==> src/pkg/fpm_pkg.sv <==
// Constants, offsets and types of the flash protection monitor
// Behaviour
// - Thermistor mode disables indicator, routes pin
// - Thermistor below trip raises current interrupt
// - Config2 bit1 picks force torch or shutdown
// - Resume after thermistor: above trip, flags read
// - Thermistor low 250 us before acting
// - Default sync torch forces torch during flash
// - Alternate mode: torch first gives untimed torch
// - Alternate mode: torch after strobe acts normally
// - Supply monitor enable bit0, threshold bits 2:1
// - Config2 bit3 picks torch or off on undervoltage
// - Resume after supply trip: recovered, flags read
// - Supply low 250 us before acting
// - Flash monitor enable bit3, threshold bits 5:4
// - Ramp steps one code per 32 us
// - Flash monitor trip freezes ramp code
// - Flash monitor ignores first two ramp codes
// - Flash comparator low 8 us before halting
// - Halted codes latched, source two high nibble
// - Converter stores higher LED voltage, bits 3:0
// - Bit5 disables converter, default enabled
// - Automatic: flash start clears done, converts
// - Manual: write or read restarts conversion
// - Flags read clears all flags
// - Flag bits: thermistor 5, flash 6, supply 7
// - Sample delay 250 us steps from done low
package fpm_pkg;
    localparam int unsigned CLK_MHZ      = 250;
    localparam int unsigned DEGL_US      = 250;
    localparam int unsigned DEGL_CYC     = DEGL_US * CLK_MHZ;
    localparam int unsigned FDEGL_US     = 8;
    localparam int unsigned FDEGL_CYC    = FDEGL_US * CLK_MHZ;
    localparam int unsigned STEP_US      = 32;
    localparam int unsigned STEP_CYC     = STEP_US * CLK_MHZ;
    localparam int unsigned ADC_STEP_US  = 250;
    localparam int unsigned ADC_STEP_CYC = ADC_STEP_US * CLK_MHZ;

    localparam logic [7:0] OFS_LVOLT   = 8'h30;
    localparam logic [7:0] OFS_ADC_DLY = 8'h31;
    localparam logic [7:0] OFS_SUP     = 8'h80;
    localparam logic [7:0] OFS_LAST    = 8'h81;
    localparam logic [7:0] OFS_FLAGS   = 8'h40;
    localparam logic [7:0] OFS_CFG1    = 8'h41;
    localparam logic [7:0] OFS_CFG2    = 8'h42;

    localparam logic [7:0] RST_LVOLT   = 8'h80;
    localparam logic [7:0] RST_ADC_DLY = 8'hc0;
    localparam logic [7:0] RST_SUP     = 8'hc0;
    localparam logic [7:0] RST_CFG1    = 8'h00;
    localparam logic [7:0] RST_CFG2    = 8'h00;
    localparam logic [7:0] RST_LAST    = 8'h00;

    localparam int CFG1_THERM  = 4;
    localparam int CFG2_T_OFF  = 1;
    localparam int CFG2_ALT    = 2;
    localparam int CFG2_S_OFF  = 3;
    localparam int SUP_EN      = 0;
    localparam int SUP_TH_LSB  = 1;
    localparam int FSUP_EN     = 3;
    localparam int FSUP_TH_LSB = 4;
    localparam int LVOLT_MAN   = 4;
    localparam int LVOLT_DIS   = 5;
    localparam int LVOLT_EOC   = 6;
    localparam int LVOLT_RSV   = 7;
    localparam int FLAG_THERM  = 5;
    localparam int FLAG_FSUP   = 6;
    localparam int FLAG_SUP    = 7;
    localparam int DLY_W       = 5;
    localparam logic [3:0] RAMP_SKIP = 4'h2;

    typedef enum logic [1:0] {
        FPM_IDLE,
        FPM_RAMP,
        FPM_HOLD,
        FPM_TORCH_NT
    } fpm_state_e;
endpackage

==> src/rtl/fpm_deglitch.sv <==
// Comparator deglitch timer that reports a continuous low level
`timescale 1ns/100ps
`default_nettype none
module fpm_deglitch #(
    parameter int unsigned CNT = 2000
) (
    input  wire logic i_clk,
    input  wire logic i_rst,
    input  wire logic i_en,
    input  wire logic i_low,
    output logic      o_hit
);
    localparam int W = $clog2(CNT + 1);

    logic [W-1:0] cnt_ff;
    logic [W-1:0] nxt_cnt;
    wire          full = (cnt_ff == W'(CNT));

    assign nxt_cnt = (!i_en || !i_low) ? '0 : (full ? cnt_ff : cnt_ff + W'(1));
    assign o_hit   = full;

    always_ff @(posedge i_clk) begin
        if (i_rst) begin
            cnt_ff <= '0;
        end else begin
            cnt_ff <= nxt_cnt;
        end
    end
endmodule
`default_nettype wire

==> src/rtl/fpm_top.sv <==
// Flash protection monitor: thermal, supply, ramp and LED voltage control
`timescale 1ns/100ps
`default_nettype none
module fpm_top #(
    parameter int unsigned P_DEGL_CYC     = fpm_pkg::DEGL_CYC,
    parameter int unsigned P_STEP_CYC     = fpm_pkg::STEP_CYC,
    parameter int unsigned P_ADC_STEP_CYC = fpm_pkg::ADC_STEP_CYC
) (
    input  wire logic       i_clk,
    input  wire logic       i_rst,
    input  wire logic       i_reg_wr,
    input  wire logic       i_reg_rd,
    input  wire logic [7:0] i_reg_addr,
    input  wire logic [7:0] i_reg_wdata,
    output logic      [7:0] o_reg_rdata,
    input  wire logic       i_strobe,
    input  wire logic       i_sync_torch,
    input  wire logic       i_flash_timeout,
    input  wire logic [3:0] i_flash_code1,
    input  wire logic [3:0] i_flash_code2,
    input  wire logic [3:0] i_torch_code,
    input  wire logic       i_src1_sel,
    input  wire logic       i_src2_sel,
    input  wire logic       i_therm_low,
    input  wire logic       i_sup_low,
    input  wire logic       i_fsup_low,
    input  wire logic [3:0] i_src1_voltage,
    input  wire logic [3:0] i_src2_voltage,
    output logic      [3:0] o_src1_code,
    output logic      [3:0] o_src2_code,
    output logic            o_src1_on,
    output logic            o_src2_on,
    output logic            o_indicator_off,
    output logic            o_pin_to_comparator,
    output logic            o_sup_mon_en,
    output logic      [1:0] o_sup_thresh,
    output logic            o_fsup_mon_en,
    output logic      [1:0] o_fsup_thresh,
    output logic            o_adc_sample
);
    localparam int SW = $clog2(P_STEP_CYC);
    localparam int AW = $clog2(P_ADC_STEP_CYC);

    fpm_pkg::fpm_state_e state_ff;
    fpm_pkg::fpm_state_e nxt_state;

    logic [7:0]    cfg1_ff, cfg2_ff, sup_ff, dly_ff, last_ff, nxt_last, rdata_ff;
    logic [2:0]    flags_ff, nxt_flags;
    logic [3:0]    ramp_ff, nxt_ramp, result_ff, code1_ff, code2_ff;
    logic [SW-1:0] step_ff, nxt_step;
    logic          strobe_ff, man_ff, dis_ff, eoc_ff, nxt_eoc;
    logic          therm_hold_ff, sup_hold_ff, on1_ff, on2_ff, sample_ff;
    logic          busy_ff, nxt_busy;
    localparam int DLY_W_L  = fpm_pkg::DLY_W;
    localparam int FLAG_T_L = fpm_pkg::FLAG_THERM - 5;
    localparam int FLAG_F_L = fpm_pkg::FLAG_FSUP - 5;
    localparam int FLAG_S_L = fpm_pkg::FLAG_SUP - 5;
    logic [AW-1:0] acnt_ff, nxt_acnt;
    logic [DLY_W_L-1:0] astep_ff, nxt_astep;

    // Register decode
    wire hit_lvolt = (i_reg_addr == fpm_pkg::OFS_LVOLT);
    wire hit_dly   = (i_reg_addr == fpm_pkg::OFS_ADC_DLY);
    wire hit_sup   = (i_reg_addr == fpm_pkg::OFS_SUP);
    wire hit_last  = (i_reg_addr == fpm_pkg::OFS_LAST);
    wire hit_flags = (i_reg_addr == fpm_pkg::OFS_FLAGS);
    wire hit_cfg1  = (i_reg_addr == fpm_pkg::OFS_CFG1);
    wire hit_cfg2  = (i_reg_addr == fpm_pkg::OFS_CFG2);
    wire flags_rd  = i_reg_rd && hit_flags;
    wire lvolt_rd  = i_reg_rd && hit_lvolt;
    wire lvolt_wr  = i_reg_wr && hit_lvolt;

    wire [7:0] lv_val   = {fpm_pkg::RST_LVOLT[fpm_pkg::LVOLT_RSV], eoc_ff, dis_ff, man_ff,
                           result_ff};
    wire [7:0] flag_val = {flags_ff, 5'h00};
    wire [7:0] rd_mux   = hit_lvolt ? lv_val   :
                          hit_dly   ? dly_ff   :
                          hit_sup   ? sup_ff   :
                          hit_last  ? last_ff  :
                          hit_flags ? flag_val :
                          hit_cfg1  ? cfg1_ff  :
                          hit_cfg2  ? cfg2_ff  : 8'h00;

    // Mode bits
    wire therm_mode = cfg1_ff[fpm_pkg::CFG1_THERM];
    wire therm_off  = cfg2_ff[fpm_pkg::CFG2_T_OFF];
    wire alt_torch  = cfg2_ff[fpm_pkg::CFG2_ALT];
    wire sup_off    = cfg2_ff[fpm_pkg::CFG2_S_OFF];
    wire sup_en     = sup_ff[fpm_pkg::SUP_EN];
    wire fsup_en    = sup_ff[fpm_pkg::FSUP_EN];

    // Deglitched comparators
    logic therm_hit, sup_hit, fsup_hit;

    fpm_deglitch #(.CNT(P_DEGL_CYC)) u_therm_dg (
        .i_clk (i_clk),
        .i_rst (i_rst),
        .i_en  (therm_mode),
        .i_low (i_therm_low),
        .o_hit (therm_hit)
    );

    fpm_deglitch #(.CNT(P_DEGL_CYC)) u_sup_dg (
        .i_clk (i_clk),
        .i_rst (i_rst),
        .i_en  (sup_en),
        .i_low (i_sup_low),
        .o_hit (sup_hit)
    );

    fpm_deglitch #(.CNT(fpm_pkg::FDEGL_CYC)) u_fsup_dg (
        .i_clk (i_clk),
        .i_rst (i_rst),
        .i_en  (fsup_en && (state_ff == fpm_pkg::FPM_RAMP)),
        .i_low (i_fsup_low),
        .o_hit (fsup_hit)
    );

    wire therm_trip = therm_mode && therm_hit;
    wire sup_trip   = sup_en && sup_hit;

    // Flash sequencing
    wire strobe_rise = i_strobe && !strobe_ff;
    wire untimed     = alt_torch && i_sync_torch;
    wire flash_start = (state_ff == fpm_pkg::FPM_IDLE) && strobe_rise && !untimed;
    wire flash_end   = i_flash_timeout || !i_strobe;
    wire [3:0] tgt1  = i_src1_sel ? i_flash_code1 : 4'h0;
    wire [3:0] tgt2  = i_src2_sel ? i_flash_code2 : 4'h0;
    wire [3:0] tgt   = (tgt1 > tgt2) ? tgt1 : tgt2;
    wire step_done   = (step_ff == SW'(P_STEP_CYC - 1));
    wire halt        = (state_ff == fpm_pkg::FPM_RAMP) && fsup_hit
                       && (ramp_ff >= fpm_pkg::RAMP_SKIP);
    wire [3:0] lvl1  = (ramp_ff < i_flash_code1) ? ramp_ff : i_flash_code1;
    wire [3:0] lvl2  = (ramp_ff < i_flash_code2) ? ramp_ff : i_flash_code2;

    always_comb begin
        nxt_state = state_ff;
        nxt_ramp  = ramp_ff;
        nxt_step  = '0;
        case (state_ff)
            fpm_pkg::FPM_IDLE: begin
                nxt_ramp = 4'h0;
                if (strobe_rise && untimed) begin
                    nxt_state = fpm_pkg::FPM_TORCH_NT;
                end else if (strobe_rise) begin
                    nxt_state = fpm_pkg::FPM_RAMP;
                end
            end
            fpm_pkg::FPM_RAMP: begin
                if (flash_end) begin
                    nxt_state = fpm_pkg::FPM_IDLE;
                end else if (halt || ramp_ff >= tgt) begin
                    nxt_state = fpm_pkg::FPM_HOLD;
                end else if (step_done) begin
                    nxt_ramp = ramp_ff + 4'h1;
                end else begin
                    nxt_step = step_ff + SW'(1);
                end
            end
            fpm_pkg::FPM_HOLD: begin
                if (flash_end) begin
                    nxt_state = fpm_pkg::FPM_IDLE;
                end
            end
            fpm_pkg::FPM_TORCH_NT: begin
                if (!i_sync_torch || !i_strobe) begin
                    nxt_state = fpm_pkg::FPM_IDLE;
                end
            end
            default: begin
                nxt_state = fpm_pkg::FPM_IDLE;
            end
        endcase
    end

    // Current level decision
    wire active     = (state_ff != fpm_pkg::FPM_IDLE);
    wire torch_nt   = (state_ff == fpm_pkg::FPM_TORCH_NT);
    wire force_off  = (therm_hold_ff && therm_off) || (sup_hold_ff && sup_off);
    wire force_tor  = torch_nt || (active && i_sync_torch)
                      || (therm_hold_ff && !therm_off)
                      || (sup_hold_ff && !sup_off);
    wire [3:0] nxt_code1 = force_tor ? i_torch_code : lvl1;
    wire [3:0] nxt_code2 = force_tor ? i_torch_code : lvl2;
    wire nxt_on1 = active && i_src1_sel && !force_off;
    wire nxt_on2 = active && i_src2_sel && !force_off;

    // Flags and hold latches; a set beats a read clear
    assign nxt_flags[FLAG_T_L] = therm_trip || (flags_ff[FLAG_T_L] && !flags_rd);
    assign nxt_flags[FLAG_F_L] = halt || (flags_ff[FLAG_F_L] && !flags_rd);
    assign nxt_flags[FLAG_S_L] = sup_trip || (flags_ff[FLAG_S_L] && !flags_rd);

    wire therm_rel = !i_therm_low && !flags_ff[FLAG_T_L];
    wire sup_rel   = !i_sup_low && !flags_ff[FLAG_S_L];
    assign nxt_last = halt ? {lvl2, lvl1} : last_ff;

    // LED voltage converter
    wire man_wr    = lvolt_wr && i_reg_wdata[fpm_pkg::LVOLT_MAN];
    wire adc_start = !dis_ff && (man_wr
                     || (lvolt_rd && man_ff)
                     || (flash_start && !man_ff));
    wire astep_end = (acnt_ff == AW'(P_ADC_STEP_CYC - 1));
    wire sample    = busy_ff && astep_end
                     && (astep_ff == dly_ff[DLY_W_L-1:0]);
    wire [3:0] vmax = (i_src1_voltage > i_src2_voltage) ? i_src1_voltage
                                                         : i_src2_voltage;

    assign nxt_eoc   = adc_start ? 1'b0 : (sample || (eoc_ff && !lvolt_rd));
    assign nxt_busy  = !dis_ff && (adc_start || (busy_ff && !sample));
    assign nxt_acnt  = (adc_start || astep_end || !busy_ff) ? '0 : acnt_ff + AW'(1);
    assign nxt_astep = adc_start ? '0 : (astep_end ? astep_ff + DLY_W_L'(1) : astep_ff);

    always_ff @(posedge i_clk) begin
        if (i_rst) begin
            state_ff  <= fpm_pkg::FPM_IDLE;
            ramp_ff   <= 4'h0;
            step_ff   <= '0;
            strobe_ff <= 1'b0;
            code1_ff  <= 4'h0;
            code2_ff  <= 4'h0;
            on1_ff    <= 1'b0;
            on2_ff    <= 1'b0;
        end else begin
            state_ff  <= nxt_state;
            ramp_ff   <= nxt_ramp;
            step_ff   <= nxt_step;
            strobe_ff <= i_strobe;
            code1_ff  <= nxt_code1;
            code2_ff  <= nxt_code2;
            on1_ff    <= nxt_on1;
            on2_ff    <= nxt_on2;
        end
    end

    always_ff @(posedge i_clk) begin
        if (i_rst) begin
            flags_ff      <= 3'h0;
            therm_hold_ff <= 1'b0;
            sup_hold_ff   <= 1'b0;
            last_ff       <= fpm_pkg::RST_LAST;
        end else begin
            flags_ff      <= nxt_flags;
            therm_hold_ff <= therm_trip || (therm_hold_ff && !therm_rel);
            sup_hold_ff   <= sup_trip || (sup_hold_ff && !sup_rel);
            last_ff       <= nxt_last;
        end
    end

    always_ff @(posedge i_clk) begin
        if (i_rst) begin
            eoc_ff    <= fpm_pkg::RST_LVOLT[fpm_pkg::LVOLT_EOC];
            busy_ff   <= 1'b0;
            acnt_ff   <= '0;
            astep_ff  <= '0;
            result_ff <= fpm_pkg::RST_LVOLT[3:0];
            sample_ff <= 1'b0;
        end else begin
            eoc_ff    <= nxt_eoc;
            busy_ff   <= nxt_busy;
            acnt_ff   <= nxt_acnt;
            astep_ff  <= nxt_astep;
            result_ff <= sample ? vmax : result_ff;
            sample_ff <= sample;
        end
    end

    always_ff @(posedge i_clk) begin
        if (i_rst) begin
            cfg1_ff  <= fpm_pkg::RST_CFG1;
            cfg2_ff  <= fpm_pkg::RST_CFG2;
            sup_ff   <= fpm_pkg::RST_SUP;
            dly_ff   <= fpm_pkg::RST_ADC_DLY;
            man_ff   <= fpm_pkg::RST_LVOLT[fpm_pkg::LVOLT_MAN];
            dis_ff   <= fpm_pkg::RST_LVOLT[fpm_pkg::LVOLT_DIS];
            rdata_ff <= 8'h00;
        end else begin
            cfg1_ff  <= (i_reg_wr && hit_cfg1) ? i_reg_wdata : cfg1_ff;
            cfg2_ff  <= (i_reg_wr && hit_cfg2) ? i_reg_wdata : cfg2_ff;
            sup_ff   <= (i_reg_wr && hit_sup) ? i_reg_wdata : sup_ff;
            dly_ff   <= (i_reg_wr && hit_dly) ? i_reg_wdata : dly_ff;
            man_ff   <= lvolt_wr ? i_reg_wdata[fpm_pkg::LVOLT_MAN] : man_ff;
            dis_ff   <= lvolt_wr ? i_reg_wdata[fpm_pkg::LVOLT_DIS] : dis_ff;
            rdata_ff <= i_reg_rd ? rd_mux : rdata_ff;
        end
    end

    // Output drive; thresholds map code 0 to 2.9V rising 0.1V per code
    assign o_reg_rdata         = rdata_ff;
    assign o_src1_code         = code1_ff;
    assign o_src2_code         = code2_ff;
    assign o_src1_on           = on1_ff;
    assign o_src2_on           = on2_ff;
    assign o_indicator_off     = cfg1_ff[fpm_pkg::CFG1_THERM];
    assign o_pin_to_comparator = cfg1_ff[fpm_pkg::CFG1_THERM];
    assign o_sup_mon_en        = sup_ff[fpm_pkg::SUP_EN];
    assign o_sup_thresh        = sup_ff[fpm_pkg::SUP_TH_LSB +: 2];
    assign o_fsup_mon_en       = sup_ff[fpm_pkg::FSUP_EN];
    assign o_fsup_thresh       = sup_ff[fpm_pkg::FSUP_TH_LSB +: 2];
    assign o_adc_sample        = sample_ff;
endmodule
`default_nettype wire

==> config.mk <==
export PLATFORM = sky130hd
export DESIGN_NAME = fpm_top
export DESIGN_NICKNAME = d
export VERILOG_FILES = /design/src/pkg/fpm_pkg.sv /design/src/rtl/fpm_deglitch.sv /design/src/rtl/fpm_top.sv
export SDC_FILE = /design/constraint.sdc
export NUM_CORES = 1
export LEC_CHECK = 0
export ABC_AREA = 1
export BUFFER_PORTS_ARGS = -buffer_cell sky130_fd_sc_hd__buf_2
export CAP_MARGIN = 15
export CORE_UTILIZATION = 60
export CTS_CLUSTER_SIZE = 14
export DETAILED_ROUTE_END_ITERATION = 8
export PLACE_DENSITY = 0.84
export SLEW_MARGIN = 25
export SYNTH_ARGS = -nofsm -noshare
export SYNTH_HDL_FRONTEND = slang
export SYNTH_SLANG_ARGS = --single-unit
==> constraint.sdc <==
create_clock -name i_clk -period 3.3 [get_ports i_clk]
set_input_delay 0.99 -clock i_clk [delete_from_list [all_inputs] [get_ports i_clk]]
set_output_delay 0.99 -clock i_clk [all_outputs]
set_load 0.005 [all_outputs]
---- After elaboration in Yosys (flattened, before gate mapping) ----
Index checks and enable logic that the tools add are counted.
word-level totals
  output and inout port bits .............. 27
  word-level logic and storage cells ...... 188
  input bits .............................. 48
  bits in registers ....................... 156
operators by class
  $add $sub $neg .......................... 7
  reductions and logical operators ........ 97
  equality and inequality tests ........... 23
  magnitude comparators ................... 6
  multiplexer cells ....................... 26
  bitwise operators ....................... 1
operators by type and width
  operator               number
  $mux 8                 7
  $add 16x1->16 const B  3
  $eq 16x16->1 const B   3
  $mux 4                 11
  $logic_and 1x1->1      42
  $eq 8x7->1 const B     3
  $logic_not 1->1        23
  $logic_or 1x1->1       21
  $eq 8x6->1 const B     2
  $eq 8x8->1 const B     2
  $add 13x1->13 const B  1
  $eq 13x13->1 const B   1
  $mux 2                 6
  $add 11x1->11 const B  1
  $eq 11x11->1 const B   1
  $reduce_or 2->1        5
  $gt 4x4->1             2
  $lt 4x4->1             2
  $ne 2x2->1 const B     4
  $pmux 2 s4             1
  $pmux 4 s2             1
  $reduce_and 4->1       2
  $ne 3x2->1 const B     2
  $add 5x1->5 const B    1
  other kinds (11)       13

---- Depth between registers and ports, before layout ----
Gate-level depths: netlist of the first run.
  depth in word-level cells ............... 10
  gate-level depth with buffers ........... 20
  mapped depth without buffers ............ 20

---- Cells and area by module ----
From an unflattened synthesis of the first run, not the netlist that was laid out.
second synthesis, totals
  cells, all modules ...................... 1233
  area total of the unflattened synthesis .. 8394.3 sq um
modules (own cells, without submodules)
  module                       times used  sequential area each (sq um)  cells an instance  area an instance (sq um)
  fpm_top                      1           2262.2                        838                5818.1
  fpm_deglitch (u_sup_dg ...)  2           320.3                         158                987.2
  fpm_deglitch (u_fsup_dg)     1           220.2                         79                 601.8

---- Least setup slack after synthesis of the first run ----
Ideal clock, no wire load.
  path kind ............................... input to register
  start ................................... input port i_src1_sel
  end ..................................... register step_ff[1]
  path buffers ............................ 1
  setup time .............................. 0.080 ns
  arrival ................................. 3.015 ns
  slack ................................... 0.206 ns
  cell stages on the path ................. 19
  required time ........................... 3.220 ns
  path through ............................ nand2_1 > inv_1 > ha_1 > inv_1 > nor2_1 > o211ai_1 > nand2_1 > nand2_1 > nand2_1 > o21ai_0 > ha_1 > nand2_1 > inv_1 > nand2_1 > nand2_1 > nor2_1 > nand2_1 > buf_2 > nor3b_1
between the ends
  longest elaborated chain between the ends .. 6
ends and longest elaborated chain
  element                      line            text
  from (decl)                  fpm_top.sv:22   input wire logic i_src1_sel,
  $mux 4 *                     fpm_top.sv:127  wire [3:0] tgt1 = i_src1_sel ? i_flash_code1 : 4'h0;
  $gt 4x4->1                   fpm_top.sv:129  wire [3:0] tgt = (tgt1 > tgt2) ? tgt1 : tgt2;
  $mux 4 *                     fpm_top.sv:129
  $ge 4x4->1 *                 fpm_top.sv:152  end else if (halt || ramp_ff >= tgt) begin
  $logic_or 1x1->1 *           fpm_top.sv:152
  $reduce_or 5->1 (no line) *  n/a
  to (signal assigned)         fpm_top.sv:226  step_ff <= nxt_step;
  to (decl)                    fpm_top.sv:50   logic [SW-1:0] step_ff, nxt_step;
Every way passes the cells marked *; elsewhere a longest branch is shown, timed or not.
A chain may end at the register's enable or synchronous reset.

---- Final worst setup path of the first run ----
  start ................................... input port i_src1_sel
  end ..................................... register step_ff[12]
Same word-level chain as after synthesis.

==> metrics, run 1 <==
hold slack final 0.4492 ns; arrival time at the worst endpoint 3.31 ns; M2 GR Usage 0.4482; clock skew 0.008869 ns; status completed; measured slew at the worst slew-check pin 0.6542 ns; DRC Markers 0; final hold vios 0; Pwr Density 465.5 mW/mm^2; worst reg2reg path depth 8; RSZ-0062 raised after global routing false; Root Driver clkbuf_16; Synth top area share 0.3881; Final Power 4.288 mW; DR vias 7631; ys async rst share 0; Syn. warnings 0; Routed Wire Length 18.85 mm; CP required 3.63 ns; maximum VDD drop 0.5901 mV; HP Class register to register; first-pass GRT wire length 31.68 mm; largest net degree at the start of global routing 40; maxcap violations 0; number of port buffers 74; core box area 0.01282 mm^2; relative slew slack 0.5599; fmax 0.3357 GHz; GPL Wtd Cong 0.9264; Setup violations, final 0; I/O pins 75; H-tree depth 4; Post-Place Cells 1380; Crit Reg-Reg Endpoint step_ff[11]; synth top area cells dfxtp_1 (39%), nand2_1 (9.4%), inv_1 (7.6%), a21oi_1 (6.6%), nor2_1 (6.5%); Area growth, synth to finish 14.47%; fin util 0.7183; number of cell rows 41; wire per inst 13.36 um; kind of end point of the critical path register; Finished Cell Area 0.009213 mm^2; Max Buffers Root-to-Sink 2; hold buffers post-CTS 0; syn_nets 1226; critical path class primary input to register; synthesized area 0.008048 mm^2; DIE AREA 0.01388 mm^2; Synth cell types 42; worst r2r src ramp_ff[0]; R2R Setup Slk 1.14 ns; final cell count without fillers 1411; die width 117.8 um; Final ANT Viol Nets 0; drt first pass iters 5; vias in the first global route 6975; GRT met1 Usage 0.3553; nets 1304; Die Height 117.8 um; leakage 3.754 nW; clock-pin transition on the worst setup and hold timing paths 0.06 ns; most frequent cell after synthesis nand2_1; Worst Hold End cfg1_ff[5]; met3 GRT Util 0.08527; syn_area_per_cell 7.004 um^2; worst skew pair latency 0.43 ns; Commonest cells post-synth nand2_1 (202), inv_1 (162), dfxtp_1 (156), nor2_1 (140), a21oi_1 (106); overall routing resource usage 0.2792; Fillers 1058; Initial Utilization 0.6275; Synth area leader dfxtp_1; GR peak layer met2; placed cell area 0.008572 mm^2; layout cells sized above 1 0.1267; #FFs+latches synth 156; CP max FO 8; worst hold stages 2; DP Wirelength 13.28 mm; Num Clock Sinks 156; Num CTS Buffers 17; CTS tree built; Max Slew Vio Count 0; initial antenna violation count 0; post-synthesis sequential area ratio 0.3881; Post-synth EDFFs 0; remaining global-route overflow 0; final period utilization 0.9026; Post-CTS Setup Bufs 0; post-layout minimum cycle time 2.979 ns; prevailing post-synth register cell dfxtp_1; worst hold start cfg1_ff[5]; initial drt markers 517; cell count after synthesis 1149; Avg Vias per Cell 5.408; n_diodes 0; CP startpoint kind primary input
worst max-delay path by stage:
stage / startpoint / cells past startpoint / to
floorplan: i_src1_sel / 19 / step_ff[1]
global placement: i_src1_sel / 20 / step_ff[1]
detailed placement: i_src1_sel / 20 / step_ff[12]
CTS: i_src1_sel / 20 / step_ff[12]
global route: i_src1_sel / 20 / step_ff[12]
finish: i_src1_sel / 20 / step_ff[12]
flip-flops by register name (all words and copies together), names as in the netlist, 2 cells and up:
name / flops
acnt_ff: 16
astep_ff: 5
cfg1_ff: 8
cfg2_ff: 8
dly_ff: 8
flags_ff: 3
last_ff: 8
o_reg_rdata: 8
o_src1_code: 4
o_src2_code: 4
ramp_ff: 4
result_ff: 4
state_ff: 2
step_ff: 13
sup_ff: 8
u_fsup_dg.cnt_ff: 11
u_sup_dg.cnt_ff: 16
u_therm_dg.cnt_ff: 16
layout by cell type, fill, tap and decap left out, types with 17 or more instances in the layout:
master	instances
a21oi_1	106
buf_2	74
clkbuf_16	17
dfxtp_1	156
ha_1	29
inv_1	162
nand2_1	201
nand3_1	72
nand4_1	35
nor2_1	140
nor3_1	34
o21ai_0	86
xor2_1	27
routing by layer:
layer | share of wire | wire length, um
met5 | 0 | 0
met4 | 0.020 | 370
met3 | 0.074 | 1387
met2 | 0.46 | 8643
met1 | 0.45 | 8452
where the power goes:
group | internal [mW] | switching (mW)
clock network | 1.36 | 0.771
logic | 0.0972 | 0.167
registers | 1.89 | 0.00458
total | 3.35 | 0.943
metrics by stage:
stage | setup TNS (ns) | setup WS, ns
floorplan | 0 | 0.2055
global placement | -0.7995 | -0.06784
detailed placement | -1.809 | -0.1736
CTS | 0 | 0.2647
global route | 0 | 0.06519
finish | 0 | 0.3214
worst max-delay path, stage by stage:
cell and delay [ns]:
buf_2 0.12, nand2_1 0.06, inv_1 0.05, ha_1 0.30, inv_1 0.06, nor2_1 0.03
o211ai_1 0.15, nand2_1 0.08, nand2_2 0.12, nand2_1 0.06, o21ai_0 0.08, ha_1 0.27
nand2_1 0.09, inv_1 0.04, nand2_1 0.05, nand2_1 0.04, nor2_1 0.12, nand2_1 0.16
buf_4 0.22, nor3_1 0.20
repair_timing:
action	in CTS	in global routing
gates resized for setup	0	1
setup endpoints to repair	0	1
endpoints found under the hold margin	0	0
area by class of cell:
cell class / instances / area (um^2) / area share
clock inverter: 11 / 191.4 / 0.02078
timing repair buffer: 85 / 452.9 / 0.04916
tap: 172 / 215.2 / 0.02336
clock buffer: 20 / 446.7 / 0.04849
sequential: 156 / 3123 / 0.3390
inverter: 168 / 630.6 / 0.06845
multi-input combinational: 799 / 4153 / 0.4508
cell families after synthesis:
group | after synthesis | share of synthesized area
flops | 156 | 0.3881
simple gates | 529 | 0.3005
buf+inv | 194 | 0.09624
fa+ha+maj | 29 | 0.04509
xor+xnor | 35 | 0.03809
compound gates | 206 | 0.1320
No activity file was read; power rests on OpenSTA's default activity.
==> run 2: changes to the inputs <==
Settings changed: CORE_MARGIN set to 2.
==> run 2 against run 1 <==
  * Sequential share of layout area fell by 0.092 points
  * Critical path depth grew 2
  * Global-route usage is 0.44 points lower
  * Via count increased by 0.17%
  * Core utilization decreased by 1.8 points
  * Design area increased by 0.27%
  * Setup slack got worse by 0.021 ns
  * Non-clock buffer count up 4
  * Combinational power barely moved
  * Die area increased by 3.4%
  * Power is 1.9% lower
  * Largest power group unchanged
==> metrics, run 2 (synthesis gave the netlist of run 1 again) <==
Final ANT Viol Nets 0 (unchanged); GPL Wtd Cong 0.8947 (was 0.9264); number of cell rows 42 (was 41); most common cell after layout, fill and taps aside nand2_1 (unchanged); kind of end point of the critical path register (unchanged); DIE AREA 0.01436 mm^2 (was 0.01388 mm^2); Post-CTS Setup Bufs 0 (unchanged); DP Wirelength 13.55 mm (was 13.28 mm); remaining global-route overflow 0 (unchanged); clock skew 0.007236 ns (was 0.008869 ns); wire per inst 13.27 um (was 13.36 um); overall routing resource usage 0.2748 (was 0.2792); final hold vios 0 (unchanged); CTS tree built (unchanged); measured slew at the worst slew-check pin 0.7229 ns (was 0.6542 ns); relative slew slack 0.5130 (was 0.5599); Fillers 1065 (was 1058); fin util 0.7003 (was 0.7183); maximum VDD drop 0.3805 mV (was 0.5901 mV); arrival time at the worst endpoint 3.37 ns (was 3.31 ns); maxcap violations 0 (unchanged); Avg Vias per Cell 5.376 (was 5.408); R2R Setup Slk 1.19 ns (was 1.14 ns); Crit Reg-Reg Endpoint ramp_ff[3] (was step_ff[11]); Num CTS Buffers 17 (unchanged); HP Class register to register (unchanged); Setup violations, final 0 (unchanged); Crit path largest cell delay 0.32 ns (was 0.30 ns); commonest non-fill, non-tap cells in the layout nand2_1 (200), inv_1 (162), dfxtp_1 (156) (was nand2_1 (201), inv_1 (162), dfxtp_1 (156)); initial antenna violation count 1 (was 0); layout cells sized above 1 0.1326 (was 0.1267); Pwr Density 455.3 mW/mm^2 (was 465.5 mW/mm^2); Routed Wire Length 18.87 mm (was 18.85 mm); die width 119.8 um (was 117.8 um); core box area 0.01319 mm^2 (was 0.01282 mm^2); RSZ-0062 raised after global routing false (unchanged); Worst Hold End cfg1_ff[6] (was cfg1_ff[5]); vias in the first global route 7109 (was 6975); CP max FO 8 (unchanged); post-place setup slack -0.2315 ns (was -0.1736 ns); hold slack final 0.4462 ns (was 0.4492 ns); worst hold stages 2 (unchanged); worst r2r src ramp_ff[1] (was ramp_ff[0]); leakage 3.770 nW (was 3.754 nW); Most Frequent Cell on Critical Path nand2_1 (unchanged); number of port buffers 74 (unchanged); nets 1308 (was 1304); final period utilization 0.9091 (was 0.9026); status completed (unchanged); H-tree depth 4 (unchanged); clock-pin transition on the worst setup and hold timing paths 0.06 ns (about the same); Final Power 4.206 mW (was 4.288 mW); initial drt markers 625 (was 517); Max Buffers Root-to-Sink 2 (unchanged); highest-delay cell along the critical path ha_1 (unchanged); Num Clock Sinks 156 (unchanged); I/O pins 75 (unchanged); hold buffers post-CTS 0 (unchanged); worst hold start cfg1_ff[6] (was cfg1_ff[5]); critical path class primary input to register (unchanged); worst reg2reg path depth 8 (unchanged); Top Registers acnt_ff (16), u_sup_dg.cnt_ff (16), u_therm_dg.cnt_ff (16) (unchanged); DRC Markers 0 (unchanged); crit path cell chain buf_2 > nand2_1 > inv_1 > ha_1 > inv_1 > nor2_1 > o211ai_1 > nand2_1 > nand2_2 > nand2_1 > o21ai_0 > ha_1 > nand2_1 > inv_1 > nand2_1 > nand2_1 > nor2_2 > buf_4 > nand3_2 > nand2_1 > nand2_1 > a21oi_1 (was buf_2 > nand2_1 > inv_1 > ha_1 > inv_1 > nor2_1 > o211ai_1 > nand2_1 > nand2_2 > nand2_1 > o21ai_0 > ha_1 > nand2_1 > inv_1 > nand2_1 > nand2_1 > nor2_1 > nand2_1 > buf_4 > nor3_1); fmax 0.3333 GHz (was 0.3357 GHz); CP startpoint kind primary input (unchanged); post-layout minimum cycle time 3.000 ns (was 2.979 ns); CP required 3.67 ns (was 3.63 ns); Root Driver clkbuf_16 (unchanged); drt first pass iters 5 (unchanged); first-pass GRT wire length 31.93 mm (was 31.68 mm); PostCTS Resize Cnt 0 (unchanged); Max Slew Vio Count 0 (unchanged); worst setup margin 0.2999 ns (was 0.3214 ns); Die Height 119.8 um (was 117.8 um); largest net degree at the start of global routing 40 (unchanged); Initial Utilization 0.6101 (was 0.6275); worst skew pair latency 0.44 ns (was 0.43 ns); Area growth, synth to finish 14.79% (was 14.47%); DR vias 7644 (was 7631)
## run 2: final cells by class
cell class	instances	area, um^2	share of cell area
clock inverters	12	161.4	0.01747
flip-flops and latches	156	3123	0.3381
multi-input cells	799	4158	0.4501
clock buffers	20	456.7	0.04944
well taps	176	220.2	0.02384
inverters	168	630.6	0.06826
repair buffers	89	483.0	0.05228
diodes	2	5.005	0.0005418
## run 2: worst max path at each step
stage,start,slack (ns),end
global route,i_src1_sel,0.002,ramp_ff[2]
floorplan,i_src1_sel,0.21,step_ff[1]
finish,i_src1_sel,0.30,ramp_ff[3]
detailed placement,i_src1_sel,-0.23,step_ff[3]
global placement,i_src1_sel,-0.12,step_ff[1]
CTS,i_src1_sel,0.22,step_ff[3]
## run 2: critical path, delay by kind of cell
kind,cells,cell delay (ns)
simple gates,12,1.02
compound gates,3,0.33
fa+ha+maj,2,0.58
buf+inv,5,0.43
## run 2: report_power, final
part           switching [mW]  internal (mW)  total [mW]
Sequential            0.00506           1.89        1.90
Combinational           0.167         0.0979       0.265
Clock                   0.806           1.24        2.04
## run 2: layer usage
| layer | part of all wire | global-route usage | vias to the layer above |
|---|---|---|---|
| met5 | 0 | 0 | - |
| met4 | 0.027 | 0.09853 | 0 |
| met3 | 0.062 | 0.07795 | 41 |
| met2 | 0.46 | 0.4450 | 203 |
| met1 | 0.45 | 0.3510 | 3488 |
| li1 | - | - | 3912 |
## run 2: metrics by stage
step | cell area [um^2] | std cells | TNS, ns
2_1_floorplan | 8048 | 1149 | 0
3_3_place_gp | 8607 | 1388 | -1.141
3_5_place_dp | 8607 | 1388 | -2.848
4_1_cts | 9225 | 1420 | 0
5_1_grt | 9233 | 1420 | 0
6_report | 9238 | 1422 | 0
==> run 3: changes to the inputs <==
Settings changed: RECOVER_POWER set to 100, SYNTH_HIERARCHICAL set to 1.
==> run 3 against run 2 <==
  * Register-to-register slack worse by 0.05 ns
  * Wire length grew 7.4%
  * Sequential power hardly changed
  * Power up 2.0%
  * Global-route usage up 0.66 points
  * Area after synthesis rose by 4.3%
  * Clock power rose by 2%
  * Critical path type unchanged
  * Critical endpoint is now step_ff[11]
  * Largest cell class unchanged
  * Highest routed layer unchanged
==> metrics, run 3 <==
initial drt markers 670 (was 625); fin util 0.6908 (was 0.7003); measured slew at the worst slew-check pin 1.394 ns (was 0.7229 ns); initial antenna violation count 0 (was 1); H-tree depth 4 (unchanged); GPL Wtd Cong 0.9548 (was 0.8947); critical path class primary input to register (unchanged); Avg Vias per Cell 5.353 (was 5.376); Num CTS Buffers 17 (unchanged); leakage 3.716 nW (was 3.770 nW); hold buffers post-CTS 0 (unchanged); Root Driver clkbuf_16 (unchanged); Num Clock Sinks 156 (unchanged); commonest non-fill, non-tap cells in the layout nand2_1 (246), nor2_1 (191), inv_1 (171) (was nand2_1 (200), inv_1 (162), dfxtp_1 (156)); wire per inst 13.42 um (was 13.27 um); post-synthesis sequential area ratio 0.3720 (was 0.3881); cell count after synthesis 1233 (was 1149); layout cells sized above 1 0.1114 (was 0.1326); post-place setup slack -0.1749 ns (was -0.2315 ns); clock-pin transition on the worst setup and hold timing paths 0.06 ns (about the same); remaining global-route overflow 0 (unchanged); first-pass GRT wire length 33.47 mm (was 31.93 mm); HP Class register to register (unchanged); most frequent cell after synthesis nand2_1 (unchanged); prevailing post-synth register cell dfxtp_1 (unchanged); post-layout minimum cycle time 3.067 ns (was 3.000 ns); drt first pass iters 5 (unchanged); Max Buffers Root-to-Sink 2 (unchanged); DP Wirelength 14.59 mm (was 13.55 mm); CP startpoint kind primary input (unchanged); syn_area_per_cell 6.808 um^2 (was 7.004 um^2); Synth cell types 41 (was 42); clock skew 0.004093 ns (was 0.007236 ns); Area growth, synth to finish 13.34% (was 14.79%); largest net degree at the start of global routing 30 (was 40); final cell count without fillers 1510 (was 1422); worst skew pair latency 0.43 ns (was 0.44 ns); CP max FO 7 (was 8); syn_nets 1310 (was 1226); core box area 0.01377 mm^2 (was 0.01319 mm^2); DIE AREA 0.01495 mm^2 (was 0.01436 mm^2); Post-Place Cells 1475 (was 1388); most common cell after layout, fill and taps aside nand2_1 (unchanged); #FFs+latches synth 156 (unchanged); Max Slew Vio Count 0 (unchanged); Die Height 122.3 um (was 119.8 um); Setup violations, final 0 (unchanged); final period utilization 0.9295 (was 0.9091); Synth area leader dfxtp_1 (unchanged); maxcap violations 0 (unchanged); final hold vios 0 (unchanged); fmax 0.3260 GHz (was 0.3333 GHz); number of port buffers 74 (unchanged); DRC Markers 0 (unchanged); number of cell rows 43 (was 42); nets 1393 (was 1308); Final ANT Viol Nets 0 (unchanged); synthesized area 0.008394 mm^2 (was 0.008048 mm^2); Initial Utilization 0.6095 (was 0.6101); maximum VDD drop 0.5325 mV (was 0.3805 mV); vias in the first global route 7309 (was 7109); synth top area cells dfxtp_1 (37%), nand2_1 (11%), nor2_1 (8.5%), inv_1 (7.6%), a21oi_1 (6.1%) (was dfxtp_1 (39%), nand2_1 (9.4%), inv_1 (7.6%), a21oi_1 (6.6%), nor2_1 (6.5%)); Synth top area share 0.3720 (was 0.3881); die width 122.3 um (was 119.8 um); Pwr Density 450.7 mW/mm^2 (was 455.3 mW/mm^2); DR vias 8083 (was 7644); Post-synth EDFFs 0 (unchanged); Commonest cells post-synth nand2_1 (247), nor2_1 (190), inv_1 (171), dfxtp_1 (156), a21oi_1 (103) (was nand2_1 (202), inv_1 (162), dfxtp_1 (156), nor2_1 (140), a21oi_1 (106)); ys async rst share 0 (unchanged); hold slack final 0.4449 ns (was 0.4462 ns); overall routing resource usage 0.2814 (was 0.2748); arrival time at the worst endpoint 3.43 ns (was 3.37 ns); relative slew slack 0.07079 (was 0.5130); Routed Wire Length 20.26 mm (was 18.87 mm); worst setup margin 0.2326 ns (was 0.2999 ns); CP required 3.66 ns (was 3.67 ns); Syn. warnings 6 (was 0); status completed (unchanged); CTS tree built (unchanged); kind of end point of the critical path register (unchanged); Top Registers acnt_ff (16), u_sup_dg/cnt_ff (16), u_therm_dg/cnt_ff (16) (was acnt_ff (16), u_sup_dg.cnt_ff (16), u_therm_dg.cnt_ff (16)); I/O pins 75 (unchanged)
-- run 3: what timing repair did --
| item | 4_1_cts | 5_1_grt |
|---|---|---|
| resized for setup | 0 | 6 |
| setup buffers | 0 | 1 |
| endpoints found under the setup margin | 0 | 17 |
-- run 3: final timing paths --
path,end,cells after the start,start,slack [ns]
max,step_ff[11],18,i_src1_sel,0.23
min,cfg2_ff[6],2,cfg2_ff[6],0.44
max reg2reg,o_src2_code[2],6,ramp_ff[3],1.14
min reg2reg,cfg2_ff[6],2,cfg2_ff[6],0.44
-- run 3: metrics by stage --
| stage | instance area (um^2) | total power [mW] | setup TNS [ns] |
|---|---|---|---|
| after detailed placement | 8931 | 2.238 | -2.312 |
| after floorplan | 8394 | 2.127 | 0 |
| after CTS | 9558 | 4.297 | 0 |
| after global placement | 8931 | 2.230 | -0.9096 |
| after global routing | 9512 | 4.428 | -0.001423 |
| final | 9514 | 4.288 | 0 |
-- run 3: report_power, final --
group / leakage [nW] / internal (mW) / switching (mW)
Clock: 0.299 / 1.30 / 0.776
Combinational: 2.16 / 0.104 / 0.195
Sequential: 1.26 / 1.90 / 0.0102
Total: 3.72 / 3.31 / 0.981
-- run 3: cell families (layout without fill, tap and decap cells) --
logic type      Yosys count  after routing  synth area share
buf+inv                 200            295           0.09644
compound gates          200            200            0.1230
other cells               0              1                 0
fa+ha+maj                29             29           0.04323
flops                   156            156            0.3720
simple gates            617            618            0.3330
xor+xnor                 31             31           0.03234
-- run 3: cell type report --
| cell class | instances | area, um^2 |
|---|---|---|
| clock inverter | 11 | 166.4 |
| fill | 1263 | 4259 |
| tap | 180 | 225.2 |
| clock buffer | 21 | 460.4 |
| inverter | 176 | 660.6 |
| antenna | 1 | 2.502 |
| multi-input combinational | 878 | 4459 |
| sequential | 156 | 3123 |
| timing repair buffer | 87 | 416.7 |
-- run 3: routing by layer --
metal | vias to the layer above | wire length, um | global-route usage
li1 | 4115 | - | -
met2 | 251 | 9541 | 0.4556
met1 | 3668 | 9000 | 0.3641
met5 | - | 0 | 0
met4 | 0 | 514 | 0.1142
met3 | 49 | 1205 | 0.06320
-- run 3: critical path: stages --
cell	delay, ns
buf_2	0.12
nand2_1	0.06
inv_1	0.05
ha_1	0.30
inv_1	0.05
nor2_1	0.08
o211ai_1	0.09
nand2_1	0.08
nand2_2	0.09
buf_4	0.15
o21ai_0	0.22
ha_1	0.28
nand4_1	0.11
nand3_2	0.11
nor2_4	0.13
nand2_2	0.08
or2_4	0.32
a21oi_2	0.12
